**src/include/configurable_logic_pkg.sv**
```systemverilog
// constants for the two-table configurable logic block
package configurable_logic_pkg;

    // ----------------------------------------
    // register indices (byte address = index * 4)
    // ----------------------------------------
    localparam logic [3:0] IDX_GLOBAL = 4'h0;
    localparam logic [3:0] IDX_SEQ = 4'h1;
    localparam logic [3:0] IDX_LUT0_CTRL_A = 4'h5;
    localparam logic [3:0] IDX_LUT0_SEL_LOW = 4'h6;
    localparam logic [3:0] IDX_LUT0_SEL_HIGH = 4'h7;
    localparam logic [3:0] IDX_LUT0_TRUTH = 4'h8;
    localparam logic [3:0] IDX_LUT1_CTRL_A = 4'h9;
    localparam logic [3:0] IDX_LUT1_SEL_LOW = 4'hA;
    localparam logic [3:0] IDX_LUT1_SEL_HIGH = 4'hB;
    localparam logic [3:0] IDX_LUT1_TRUTH = 4'hC;
    localparam logic [3:0] IDX_LUT_STRIDE = 4'h4;

    // ----------------------------------------
    // reset values and writable masks
    // ----------------------------------------
    localparam logic [7:0] REG_RESET = 8'h00;
    localparam logic [7:0] GLOBAL_MASK = 8'h41;
    localparam logic [7:0] SEQ_MASK = 8'h0F;
    localparam logic [7:0] CTRL_A_MASK = 8'hF9;
    localparam logic [7:0] SEL_HIGH_MASK = 8'h0F;

    // ----------------------------------------
    // field positions
    // ----------------------------------------
    localparam int GC_ENABLE_BIT = 0;
    localparam int GC_RUN_IN_STANDBY_BIT = 6;
    localparam int CA_ENABLE_BIT = 0;
    localparam int CA_PIN_OUTPUT_ENABLE_BIT = 3;
    localparam int CA_FILTER_LSB = 4;
    localparam int CA_CLOCK_SOURCE_BIT = 6;
    localparam int CA_EDGE_DETECT_BIT = 7;

    // ----------------------------------------
    // sequencer_select_field codes
    // ----------------------------------------
    localparam logic [3:0] SEQ_OFF = 4'h0;
    localparam logic [3:0] SEQ_GATED_D_FLOP = 4'h1;
    localparam logic [3:0] SEQ_JK_FLOP = 4'h2;
    localparam logic [3:0] SEQ_GATED_D_LATCH = 4'h3;
    localparam logic [3:0] SEQ_RS_LATCH = 4'h4;

    // ----------------------------------------
    // output_filter_select codes
    // ----------------------------------------
    localparam logic [1:0] FILT_NONE = 2'h0;
    localparam logic [1:0] FILT_SYNCHRONIZER = 2'h1;
    localparam logic [1:0] FILT_GLITCH = 2'h2;

    // ----------------------------------------
    // input source codes
    // ----------------------------------------
    localparam logic [3:0] INSRC_MASK = 4'h0;
    localparam logic [3:0] INSRC_FEEDBACK = 4'h1;
    localparam logic [3:0] INSRC_LINK = 4'h2;
    localparam logic [3:0] INSRC_EVENT_A = 4'h3;
    localparam logic [3:0] INSRC_EVENT_B = 4'h4;
    localparam logic [3:0] INSRC_PIN = 4'h5;
    localparam logic [3:0] INSRC_PERIPH_FIRST = 4'h6;
    localparam logic [3:0] INSRC_PERIPH_LAST = 4'hB;
    localparam int PERIPH_PER_INPUT = 6;

endpackage

```
**src/logic/configurable_logic.sv**
```systemverilog
// two-table configurable logic block with sequencer, filters and APB registers
//
// Local design decision: register access over APB.
`timescale 1ns/10ps

// How it works
// - gated D flop: D even, G odd
// - JK flop: J even, K odd, toggle
// - D latch transparent while odd gate high
// - RS latch: set even, reset odd; both forbidden
// - sequencer codes: off, DFF, JK, latch, RS
// - each table output is an output event
// - selected event level feeds truth input directly
// - run-in-standby keeps peripheral clock requested
// - standby without run-in-standby forces clocked outputs low
// - idle sleep keeps truth tables evaluating
// - clock source bit selects input 2 clock
// - sequencer clocked by even table's clock
// - filter codes: none, synchronizer, glitch filter
// - output enable drives table output to pin
// - global enable bit 0, run-in-standby bit 6
// - control A bit 7 enables rising-edge detector
// - control A bit 0 enables each table
// - run-in-standby ignored when no clock needed
// - output is truth bit indexed by inputs
// - even table disable clears sequencer
// - protected fields writable only while disabled
// - filter delays two or four; cleared after disable
module configurable_logic (
    input wire logic CLK,
    input wire logic RST,
    input wire logic PSEL,
    input wire logic PENABLE,
    input wire logic PWRITE,
    input wire logic [5:0] PADDR,
    input wire logic [31:0] PWDATA,
    output logic [31:0] PRDATA,
    output logic PREADY,
    output logic PSLVERR,
    input wire logic STANDBY,
    input wire logic [3:0] LUT_EVENT_INPUT,
    input wire logic [5:0] PIN_IN,
    input wire logic [35:0] PERIPH_IN,
    output logic [1:0] LUT_OUTPUT_EVENT,
    output logic [1:0] PIN_OUT,
    output logic [1:0] PIN_OE,
    output logic PERIPHERAL_CLOCK_REQUEST
);

    // ----------------------------------------
    // registers
    // ----------------------------------------
    logic [7:0] global_control_ff;
    logic [7:0] sequencer_select_ff;
    logic [7:0] control_a_ff [2];
    logic [7:0] select_low_ff [2];
    logic [7:0] select_high_ff [2];
    logic [7:0] truth_ff [2];

    logic pready_ff;
    logic pslverr_ff;
    logic [31:0] prdata_ff;
    logic [1:0] out_ff;
    logic [1:0] oe_ff;
    logic clk_req_ff;

    // ----------------------------------------
    // APB decode
    // ----------------------------------------
    wire [3:0] idx = PADDR[5:2];
    wire setup_phase = PSEL & ~PENABLE;
    wire write_strobe = PSEL & PENABLE & pready_ff & PWRITE;
    wire [7:0] wdata = PWDATA[7:0];
    wire hit_global = (idx == configurable_logic_pkg::IDX_GLOBAL);
    wire hit_seq = (idx == configurable_logic_pkg::IDX_SEQ);
    wire global_enable = global_control_ff[configurable_logic_pkg::GC_ENABLE_BIT];
    wire run_in_standby = global_control_ff[configurable_logic_pkg::GC_RUN_IN_STANDBY_BIT];

    logic [1:0] hit_ctrl_a;
    logic [1:0] hit_sel_low;
    logic [1:0] hit_sel_high;
    logic [1:0] hit_truth;
    logic [1:0] lut_enabled;
    logic [1:0] own_enable_bit;
    logic [1:0] tick;
    logic [1:0] truth_out;
    logic [1:0] stage_out;
    logic [1:0] clocked_use;
    logic [2:0] lut_in [2];
    logic [7:0] rd_lut [2];
    logic [1:0] rd_hit;

    // ----------------------------------------
    // sequencer wires
    // ----------------------------------------
    logic seq_q_ff;
    logic nxt_seq_q;
    wire [3:0] seq_mode = sequencer_select_ff[3:0];
    wire seq_known = (seq_mode == configurable_logic_pkg::SEQ_GATED_D_FLOP) |
                     (seq_mode == configurable_logic_pkg::SEQ_JK_FLOP) |
                     (seq_mode == configurable_logic_pkg::SEQ_GATED_D_LATCH) |
                     (seq_mode == configurable_logic_pkg::SEQ_RS_LATCH);
    wire seq_active = seq_known & lut_enabled[0];

    // ----------------------------------------
    // input source selection
    // ----------------------------------------
    function automatic logic pick_source(
        input logic [3:0] code,
        input logic feedback,
        input logic link,
        input logic event_a,
        input logic event_b,
        input logic pin,
        input logic [5:0] periph
    );
        logic [3:0] offs;
        logic r;
        offs = code - configurable_logic_pkg::INSRC_PERIPH_FIRST;
        r = 1'b0;
        unique case (code)
            configurable_logic_pkg::INSRC_MASK: r = 1'b0;
            configurable_logic_pkg::INSRC_FEEDBACK: r = feedback;
            configurable_logic_pkg::INSRC_LINK: r = link;
            configurable_logic_pkg::INSRC_EVENT_A: r = event_a;
            configurable_logic_pkg::INSRC_EVENT_B: r = event_b;
            configurable_logic_pkg::INSRC_PIN: r = pin;
            default: begin
                if (code <= configurable_logic_pkg::INSRC_PERIPH_LAST) begin
                    r = periph[offs[2:0]];
                end else begin
                    r = 1'b0;
                end
            end
        endcase
        return r;
    endfunction

    // ----------------------------------------
    // per-table datapath
    // ----------------------------------------
    genvar gi;
    generate
        for (gi = 0; gi < 2; gi++) begin : g_lut
            wire [7:0] ca = control_a_ff[gi];
            wire [1:0] filt_sel = ca[configurable_logic_pkg::CA_FILTER_LSB +: 2];
            wire edge_en = ca[configurable_logic_pkg::CA_EDGE_DETECT_BIT];
            wire clk_src = ca[configurable_logic_pkg::CA_CLOCK_SOURCE_BIT];
            wire [3:0] idx_a = configurable_logic_pkg::IDX_LUT0_CTRL_A +
                               4'(gi) * configurable_logic_pkg::IDX_LUT_STRIDE;
            wire [3:0] idx_l = configurable_logic_pkg::IDX_LUT0_SEL_LOW +
                               4'(gi) * configurable_logic_pkg::IDX_LUT_STRIDE;
            wire [3:0] idx_h = configurable_logic_pkg::IDX_LUT0_SEL_HIGH +
                               4'(gi) * configurable_logic_pkg::IDX_LUT_STRIDE;
            wire [3:0] idx_t = configurable_logic_pkg::IDX_LUT0_TRUTH +
                               4'(gi) * configurable_logic_pkg::IDX_LUT_STRIDE;
            // link reads the other table's registered output, so two tables
            // linked to each other cannot form a combinational loop
            wire link_bit = out_ff[1 - gi];
            logic in2_prev_ff;
            logic en_delay_ff;
            logic sync1_ff;
            logic sync2_ff;
            logic sync3_ff;
            logic glitch_ff;
            logic edge_prev_ff;
            logic filt_out;
            wire filter_clear = ~en_delay_ff;

            assign hit_ctrl_a[gi] = (idx == idx_a);
            assign hit_sel_low[gi] = (idx == idx_l);
            assign hit_sel_high[gi] = (idx == idx_h);
            assign hit_truth[gi] = (idx == idx_t);
            assign own_enable_bit[gi] = ca[configurable_logic_pkg::CA_ENABLE_BIT];
            assign lut_enabled[gi] = own_enable_bit[gi] & global_enable;

            // event slots: inputs 0/1 use events gi and gi+2, input 2 uses 0 and 1
            assign lut_in[gi][0] = pick_source(select_low_ff[gi][3:0], seq_q_ff, link_bit,
                LUT_EVENT_INPUT[gi], LUT_EVENT_INPUT[gi + 2], PIN_IN[gi * 3],
                PERIPH_IN[(gi * 3) * 6 +: 6]);
            assign lut_in[gi][1] = pick_source(select_low_ff[gi][7:4], seq_q_ff, link_bit,
                LUT_EVENT_INPUT[gi], LUT_EVENT_INPUT[gi + 2], PIN_IN[gi * 3 + 1],
                PERIPH_IN[(gi * 3 + 1) * 6 +: 6]);
            assign lut_in[gi][2] = pick_source(select_high_ff[gi][3:0], seq_q_ff, link_bit,
                LUT_EVENT_INPUT[0], LUT_EVENT_INPUT[1], PIN_IN[gi * 3 + 2],
                PERIPH_IN[(gi * 3 + 2) * 6 +: 6]);

            // truth evaluation is combinational and never waits for a clock
            assign truth_out[gi] = truth_ff[gi][lut_in[gi]];

            // input 2 as clock: a rising edge of it is one clocking step
            assign tick[gi] = clk_src ? (lut_in[gi][2] & ~in2_prev_ff) : 1'b1;

            always_comb begin
                unique case (filt_sel)
                    configurable_logic_pkg::FILT_SYNCHRONIZER: filt_out = sync2_ff;
                    configurable_logic_pkg::FILT_GLITCH: filt_out = glitch_ff;
                    default: filt_out = truth_out[gi];
                endcase
            end

            assign stage_out[gi] = edge_en ? (filt_out & ~edge_prev_ff) : filt_out;
            assign clocked_use[gi] = lut_enabled[gi] &
                ((filt_sel == configurable_logic_pkg::FILT_SYNCHRONIZER) |
                 (filt_sel == configurable_logic_pkg::FILT_GLITCH) | edge_en);

            always_ff @(posedge CLK) begin
                if (RST) begin
                    in2_prev_ff <= 1'b0;
                    en_delay_ff <= 1'b0;
                end else begin
                    in2_prev_ff <= lut_in[gi][2];
                    en_delay_ff <= lut_enabled[gi];
                end
            end

            // synchronizer gives two steps of delay, the glitch filter four
            always_ff @(posedge CLK) begin
                if (RST || filter_clear) begin
                    sync1_ff <= 1'b0;
                    sync2_ff <= 1'b0;
                    sync3_ff <= 1'b0;
                    glitch_ff <= 1'b0;
                    edge_prev_ff <= 1'b0;
                end else if (tick[gi]) begin
                    sync1_ff <= truth_out[gi];
                    sync2_ff <= sync1_ff;
                    sync3_ff <= sync2_ff;
                    glitch_ff <= (sync2_ff == sync3_ff) ? sync3_ff : glitch_ff;
                    edge_prev_ff <= filt_out;
                end
            end

            assign rd_lut[gi] = ({8{hit_ctrl_a[gi]}} & control_a_ff[gi]) |
                                ({8{hit_sel_low[gi]}} & select_low_ff[gi]) |
                                ({8{hit_sel_high[gi]}} & select_high_ff[gi]) |
                                ({8{hit_truth[gi]}} & truth_ff[gi]);
            assign rd_hit[gi] = hit_ctrl_a[gi] | hit_sel_low[gi] | hit_sel_high[gi] |
                                hit_truth[gi];
        end
    endgenerate

    // ----------------------------------------
    // register writes
    // ----------------------------------------
    always_ff @(posedge CLK) begin
        if (RST) begin
            global_control_ff <= configurable_logic_pkg::REG_RESET;
            sequencer_select_ff <= configurable_logic_pkg::REG_RESET;
        end else if (write_strobe) begin
            if (hit_global) begin
                global_control_ff <= wdata & configurable_logic_pkg::GLOBAL_MASK;
            end
            if (hit_seq && !own_enable_bit[0]) begin
                sequencer_select_ff <= wdata & configurable_logic_pkg::SEQ_MASK;
            end
        end
    end

    // while a table runs only its enable bit moves; when it is off the whole
    // register loads, which also covers setting fields and enable together
    always_ff @(posedge CLK) begin
        if (RST) begin
            for (int i = 0; i < 2; i++) begin
                control_a_ff[i] <= configurable_logic_pkg::REG_RESET;
                select_low_ff[i] <= configurable_logic_pkg::REG_RESET;
                select_high_ff[i] <= configurable_logic_pkg::REG_RESET;
                truth_ff[i] <= configurable_logic_pkg::REG_RESET;
            end
        end else if (write_strobe) begin
            for (int i = 0; i < 2; i++) begin
                if (hit_ctrl_a[i]) begin
                    if (own_enable_bit[i]) begin
                        control_a_ff[i][configurable_logic_pkg::CA_ENABLE_BIT] <=
                            wdata[configurable_logic_pkg::CA_ENABLE_BIT];
                    end else begin
                        control_a_ff[i] <= wdata & configurable_logic_pkg::CTRL_A_MASK;
                    end
                end
                if (hit_sel_low[i] && !own_enable_bit[i]) begin
                    select_low_ff[i] <= wdata;
                end
                if (hit_sel_high[i] && !own_enable_bit[i]) begin
                    select_high_ff[i] <= wdata & configurable_logic_pkg::SEL_HIGH_MASK;
                end
                if (hit_truth[i] && !own_enable_bit[i]) begin
                    truth_ff[i] <= wdata;
                end
            end
        end
    end

    // ----------------------------------------
    // sequential element
    // ----------------------------------------
    // latch modes are sampled on every clock step rather than built as real
    // latches, which keeps the block free of level-sensitive storage
    always_comb begin
        nxt_seq_q = seq_q_ff;
        unique case (seq_mode)
            configurable_logic_pkg::SEQ_GATED_D_FLOP: begin
                if (stage_out[1]) begin
                    nxt_seq_q = stage_out[0];
                end
            end
            configurable_logic_pkg::SEQ_JK_FLOP: begin
                unique case ({stage_out[0], stage_out[1]})
                    2'b01: nxt_seq_q = 1'b0;
                    2'b10: nxt_seq_q = 1'b1;
                    2'b11: nxt_seq_q = ~seq_q_ff;
                    default: nxt_seq_q = seq_q_ff;
                endcase
            end
            configurable_logic_pkg::SEQ_GATED_D_LATCH: begin
                if (stage_out[1]) begin
                    nxt_seq_q = stage_out[0];
                end
            end
            configurable_logic_pkg::SEQ_RS_LATCH: begin
                // both high is forbidden; holding is the harmless answer
                unique case ({stage_out[0], stage_out[1]})
                    2'b10: nxt_seq_q = 1'b1;
                    2'b01: nxt_seq_q = 1'b0;
                    default: nxt_seq_q = seq_q_ff;
                endcase
            end
            default: nxt_seq_q = 1'b0;
        endcase
    end

    always_ff @(posedge CLK) begin
        if (RST || !lut_enabled[0]) begin
            seq_q_ff <= 1'b0;
        end else if (tick[0]) begin
            seq_q_ff <= nxt_seq_q;
        end
    end

    // ----------------------------------------
    // outputs, standby and clock request
    // ----------------------------------------
    wire [1:0] src_in2 = {control_a_ff[1][configurable_logic_pkg::CA_CLOCK_SOURCE_BIT],
                          control_a_ff[0][configurable_logic_pkg::CA_CLOCK_SOURCE_BIT]};
    wire clock_needed = (|(clocked_use & ~src_in2)) | (seq_active & ~src_in2[0]);
    wire standby_force = STANDBY & ~run_in_standby;
    wire [1:0] clocked_path = {clocked_use[1], clocked_use[0] | seq_active};
    wire [1:0] pre_out = {stage_out[1], seq_active ? seq_q_ff : stage_out[0]};
    wire [1:0] final_out = pre_out & lut_enabled & ~({2{standby_force}} & clocked_path);
    wire [1:0] pin_drive = {control_a_ff[1][configurable_logic_pkg::CA_PIN_OUTPUT_ENABLE_BIT],
                            control_a_ff[0][configurable_logic_pkg::CA_PIN_OUTPUT_ENABLE_BIT]}
                           & lut_enabled;

    always_ff @(posedge CLK) begin
        if (RST) begin
            out_ff <= 2'h0;
            oe_ff <= 2'h0;
            clk_req_ff <= 1'b0;
        end else begin
            out_ff <= final_out;
            oe_ff <= pin_drive;
            // no request at all when only combinational paths are in use
            clk_req_ff <= clock_needed & (~STANDBY | run_in_standby);
        end
    end

    assign LUT_OUTPUT_EVENT = out_ff;
    assign PIN_OUT = out_ff;
    assign PIN_OE = oe_ff;
    assign PERIPHERAL_CLOCK_REQUEST = clk_req_ff;

    // ----------------------------------------
    // APB answer
    // ----------------------------------------
    wire mapped = hit_global | hit_seq | (|rd_hit);
    wire [7:0] rd_byte = ({8{hit_global}} & global_control_ff) |
                         ({8{hit_seq}} & sequencer_select_ff) | rd_lut[0] | rd_lut[1];

    always_ff @(posedge CLK) begin
        if (RST) begin
            pready_ff <= 1'b0;
            pslverr_ff <= 1'b0;
            prdata_ff <= 32'h0000_0000;
        end else begin
            pready_ff <= setup_phase;
            pslverr_ff <= setup_phase & ~mapped;
            prdata_ff <= (setup_phase & ~PWRITE) ? {24'h00_0000, rd_byte} : 32'h0000_0000;
        end
    end

    assign PREADY = pready_ff;
    assign PSLVERR = pslverr_ff;
    assign PRDATA = prdata_ff;

endmodule

```
**config.mk**
```make
export PLATFORM = sky130hd
export DESIGN_NAME = configurable_logic
export DESIGN_NICKNAME = d
export VERILOG_FILES = /design/src/include/configurable_logic_pkg.sv /design/src/logic/configurable_logic.sv
export SDC_FILE = /design/constraint.sdc
export NUM_CORES = 1
export LEC_CHECK = 0
export BUFFER_PORTS_ARGS = -buffer_cell sky130_fd_sc_hd__buf_2
export CAP_MARGIN = 20
export CORE_ASPECT_RATIO = 0.8
export CORE_UTILIZATION = 25
export CTS_BUF_LIST = sky130_fd_sc_hd__clkbuf_16
export CTS_CLUSTER_SIZE = 28
export DETAILED_ROUTE_END_ITERATION = 8
export HOLD_SLACK_MARGIN = 0.08
export PLACE_DENSITY = 0.49
export SYNTH_ARGS = -nofsm -noshare
export SYNTH_HDL_FRONTEND = slang
export SYNTH_SLANG_ARGS = --single-unit
```
**constraint.sdc**
```tcl
create_clock -name CLK -period 9.37 [get_ports CLK]
set_clock_uncertainty 0.2 [all_clocks]
set_input_delay 0.4685 -clock CLK [delete_from_list [all_inputs] [get_ports CLK]]
set_output_delay 0.4685 -clock CLK [all_outputs]
set_load 0.05 [all_outputs]
```
==> flow_summary.toml <==
[outcome]
status = "complete, no violations"

[synth]
synthesis.area_um2 = 5080
synth_top_area_share_pct = 30.7
synth_flop_cell = "edfxtp_1"
async_flop_share_pct = 0
synth.most_common_cell = "edfxtp_1"
ys_types = 70
avgSynthCellArea_um2 = 10.3
syn_inst = 492
synth_area_leaders = "edfxtp_1 (31%), dfxtp_1 (14%), mux2i_1 (7.3%)"
synth-seq-cells = 88
ys_seq_area_share_pct = 44.9
synth_top_area_cell = "edfxtp_1"
ys_warn_count = 0
yosys-top-cells-count = "edfxtp_1 (52), nand2_1 (42), mux2i_1 (37), nor2_1 (37)"
synth_edf_count = 52

[timing]
rsz0062_at_grt = "false"
finalWorstSetupSlack_ns = 5.67
hold_viol = 0
relSlewSlack_pct = 28.2
drv_slew = 0
layout_min_cycle_time_ns = 3.70
fin_tns_setup_ns = 0
setup_viol = 0
period_share_pct = 39.5
max_clock_freq_ghz = 0.270
worst_pin_slew_ns = 1.06

[drt]
drt_first_iter_violations = 395
drt_pass1_iterations = 5
wire_per_inst_um = 18.0
detail_route.wirelength_um = 14900
via_count = 4043
dr_wl_met2_um = 6460
wl_met1_um = 7170
route.met3.wl_um = 1020
top_layer = "met4"
drc = 0
antenna_left = 0
via_per_inst = 4.88

[worst_setup_path]
crit_path_start_kind = "flip-flop"
critPathBufInv = 0
path_cells = "nand3b_1, a32oi_1, o211ai_1, and2_1, a2111oi_2, nor4_4, o211ai_2, or3b_1, o22ai_1, nor4_1, o31a_1"
critPathMaxFanout = 9
arrival_ns = 3.74
cpPeakStageDelay_ns = 0.68
required_ns = 9.41
crit_slowest_cell = "dfxtp_1"
path_delay_family = "compound AO/OA/AOI/OAI gates"
worstSetupEndpointType = "flip-flop"
critical_path_class = "flip-flop to flip-flop"

[clocking]
post-cts-setup-buffer-count = 0
root_buffer = "clkbuf_16"
clockBufferDepth = 2
cts_hold_buf = 0
cts_tree = "yes"
h-tree-depth = 3
clk_pin_slew_worst_paths_ns = 0.07
cts_resized = 0
clk_latency_ns = 0.35
clock-sinks = 88
cts_made_buffers = 9

[place]
placedCellCount = 811
place_ws_ns = 5.74
io_buffer_count = 80
hpwl_um = 11700
place_congestion = 0.869

[flow_run]
drv_cap = 0

[global_route]
antenna_found_initial = 1
grt_overflow_total = 0
grt_pass1_vias = 3892
grt_use_total_pct = 14.7
grt_pass1_wl_um = 22600
grt_max_degree = 34

[pwr]
p_leak_nw = 2.35
vdd_drop_max_v = 0.0000878
p_switching_w = 0.000247
p_clk_share_pct = 43.5
power.total_w = 0.000967
p_int_w = 0.000720
combPwrFrac_pct = 12.1
seqPwrFrac_pct = 44.4
power_density_nw_per_um2 = 162
switching_share_pct = 25.6

[floorplan]
die_w_um = 161
core_area_um2 = 19900
num_rows = 46
initial_core_util_pct = 25.6
io_pins = 131
die_y_um = 129
fp.dieArea_um2 = 20900

[layout]
num_antenna_cells = 0
drive_above_1_share_pct = 22.5
final_nets = 653
final_cells = 828
synthToLayoutAreaGrowth_pct = 17.5

[worst_hold_path]
hp-class = "input port to flip-flop"
## final timing paths
path                           from            endpoint  slack, ns  cells after the start
hold / removal              PENABLE              PREADY       0.13                      2
setup reg to reg           seq_q_ff            seq_q_ff       5.67                     11
setup / recovery           seq_q_ff            seq_q_ff       5.67                     11
hold reg to reg   g_lut[1].sync3_ff  g_lut[1].glitch_ff       0.26                      2
## flip-flops by register name, indices dropped and copies added (netlist names), 2 cells and up
register / cells
select_low_ff: 16
truth_ff: 16
control_a_ff: 12
PRDATA: 8
select_high_ff: 8
sequencer_select_ff: 4
LUT_OUTPUT_EVENT: 2
PIN_OE: 2
g_lut.edge_prev_ff: 2
g_lut.en_delay_ff: 2
g_lut.glitch_ff: 2
g_lut.in2_prev_ff: 2
g_lut.sync1_ff: 2
g_lut.sync2_ff: 2
g_lut.sync3_ff: 2
global_control_ff: 2
## cell usage in the layout, fill, tap and decap left out, types with 4 or more instances in the layout
master	count
nand2_1	42
o21ai_0	11
o22ai_1	8
conb_1	24
nor2b_1	10
nand3_1	9
nor3_1	10
a32oi_1	5
inv_1	13
nor3b_1	5
and2_1	36
clkbuf_16	9
a21oi_1	20
buf_2	81
edfxtp_1	52
nor2_1	37
mux2i_1	37
dfxtp_1	36
ha_1	4
o21ai_1	5
nand2b_1	12
nand3b_1	5
a22oi_1	8
mux4_2	7
mux2_2	7
## stage by stage
stage | utilization, % | cell area [µm²] | hold WS [ns]
final | 30.0 | 5970 | 0.129
after global routing | 30.0 | 5970 | 0.130
after CTS | 30.0 | 5960 | 0.124
after detailed placement | 28.3 | 5610 | 0.249
after global placement | 28.2 | 5610 | 0.245
after floorplan | - | 5160 | 0.232
## power by group through the flow
stage          Combinational (W)  Sequential [W]  Clock [W]
3_5_place_dp            0.000115        0.000438          0
6_report                0.000117        0.000429   0.000421
3_3_place_gp            0.000114        0.000438          0
2_1_floorplan          0.0000904        0.000433          0
5_1_grt                 0.000126        0.000431   0.000441
4_1_cts                 0.000116        0.000429   0.000426
## final cells by class
cell class	instances	area [µm²]
Clock buffer	9	225
Clock inverter	7	121
Fill cell	2085	13900
Inverter	12	45.0
Multi-Input combinational cell	366	2550
Sequential cell	88	2280
Tap cell	264	330
Timing Repair Buffer	82	410
## per-layer routing
| metal | global-route usage [%] | vias up |
|---|---|---|
| li1 | - | 1902 |
| met1 | 20.3 | 1944 |
| met2 | 22.6 | 174 |
| met3 | 3.30 | 23 |
| met4 | 4.66 | 0 |
| met5 | 0 | - |
## logic make-up after synthesis
logic type | Yosys count | synth area share (%)
AOI/OAI and AO/OA | 98 | 14.7
xor gates and xnor gates | 1 | 0.172
DFF | 88 | 44.9
and+or+nand+nor | 185 | 19.6
other | 1 | 0.0738
buffers and inverters | 61 | 6.53
muxes | 54 | 13.0
adders and majority gates | 4 | 0.986
Power figures use the tool's default switching activity.
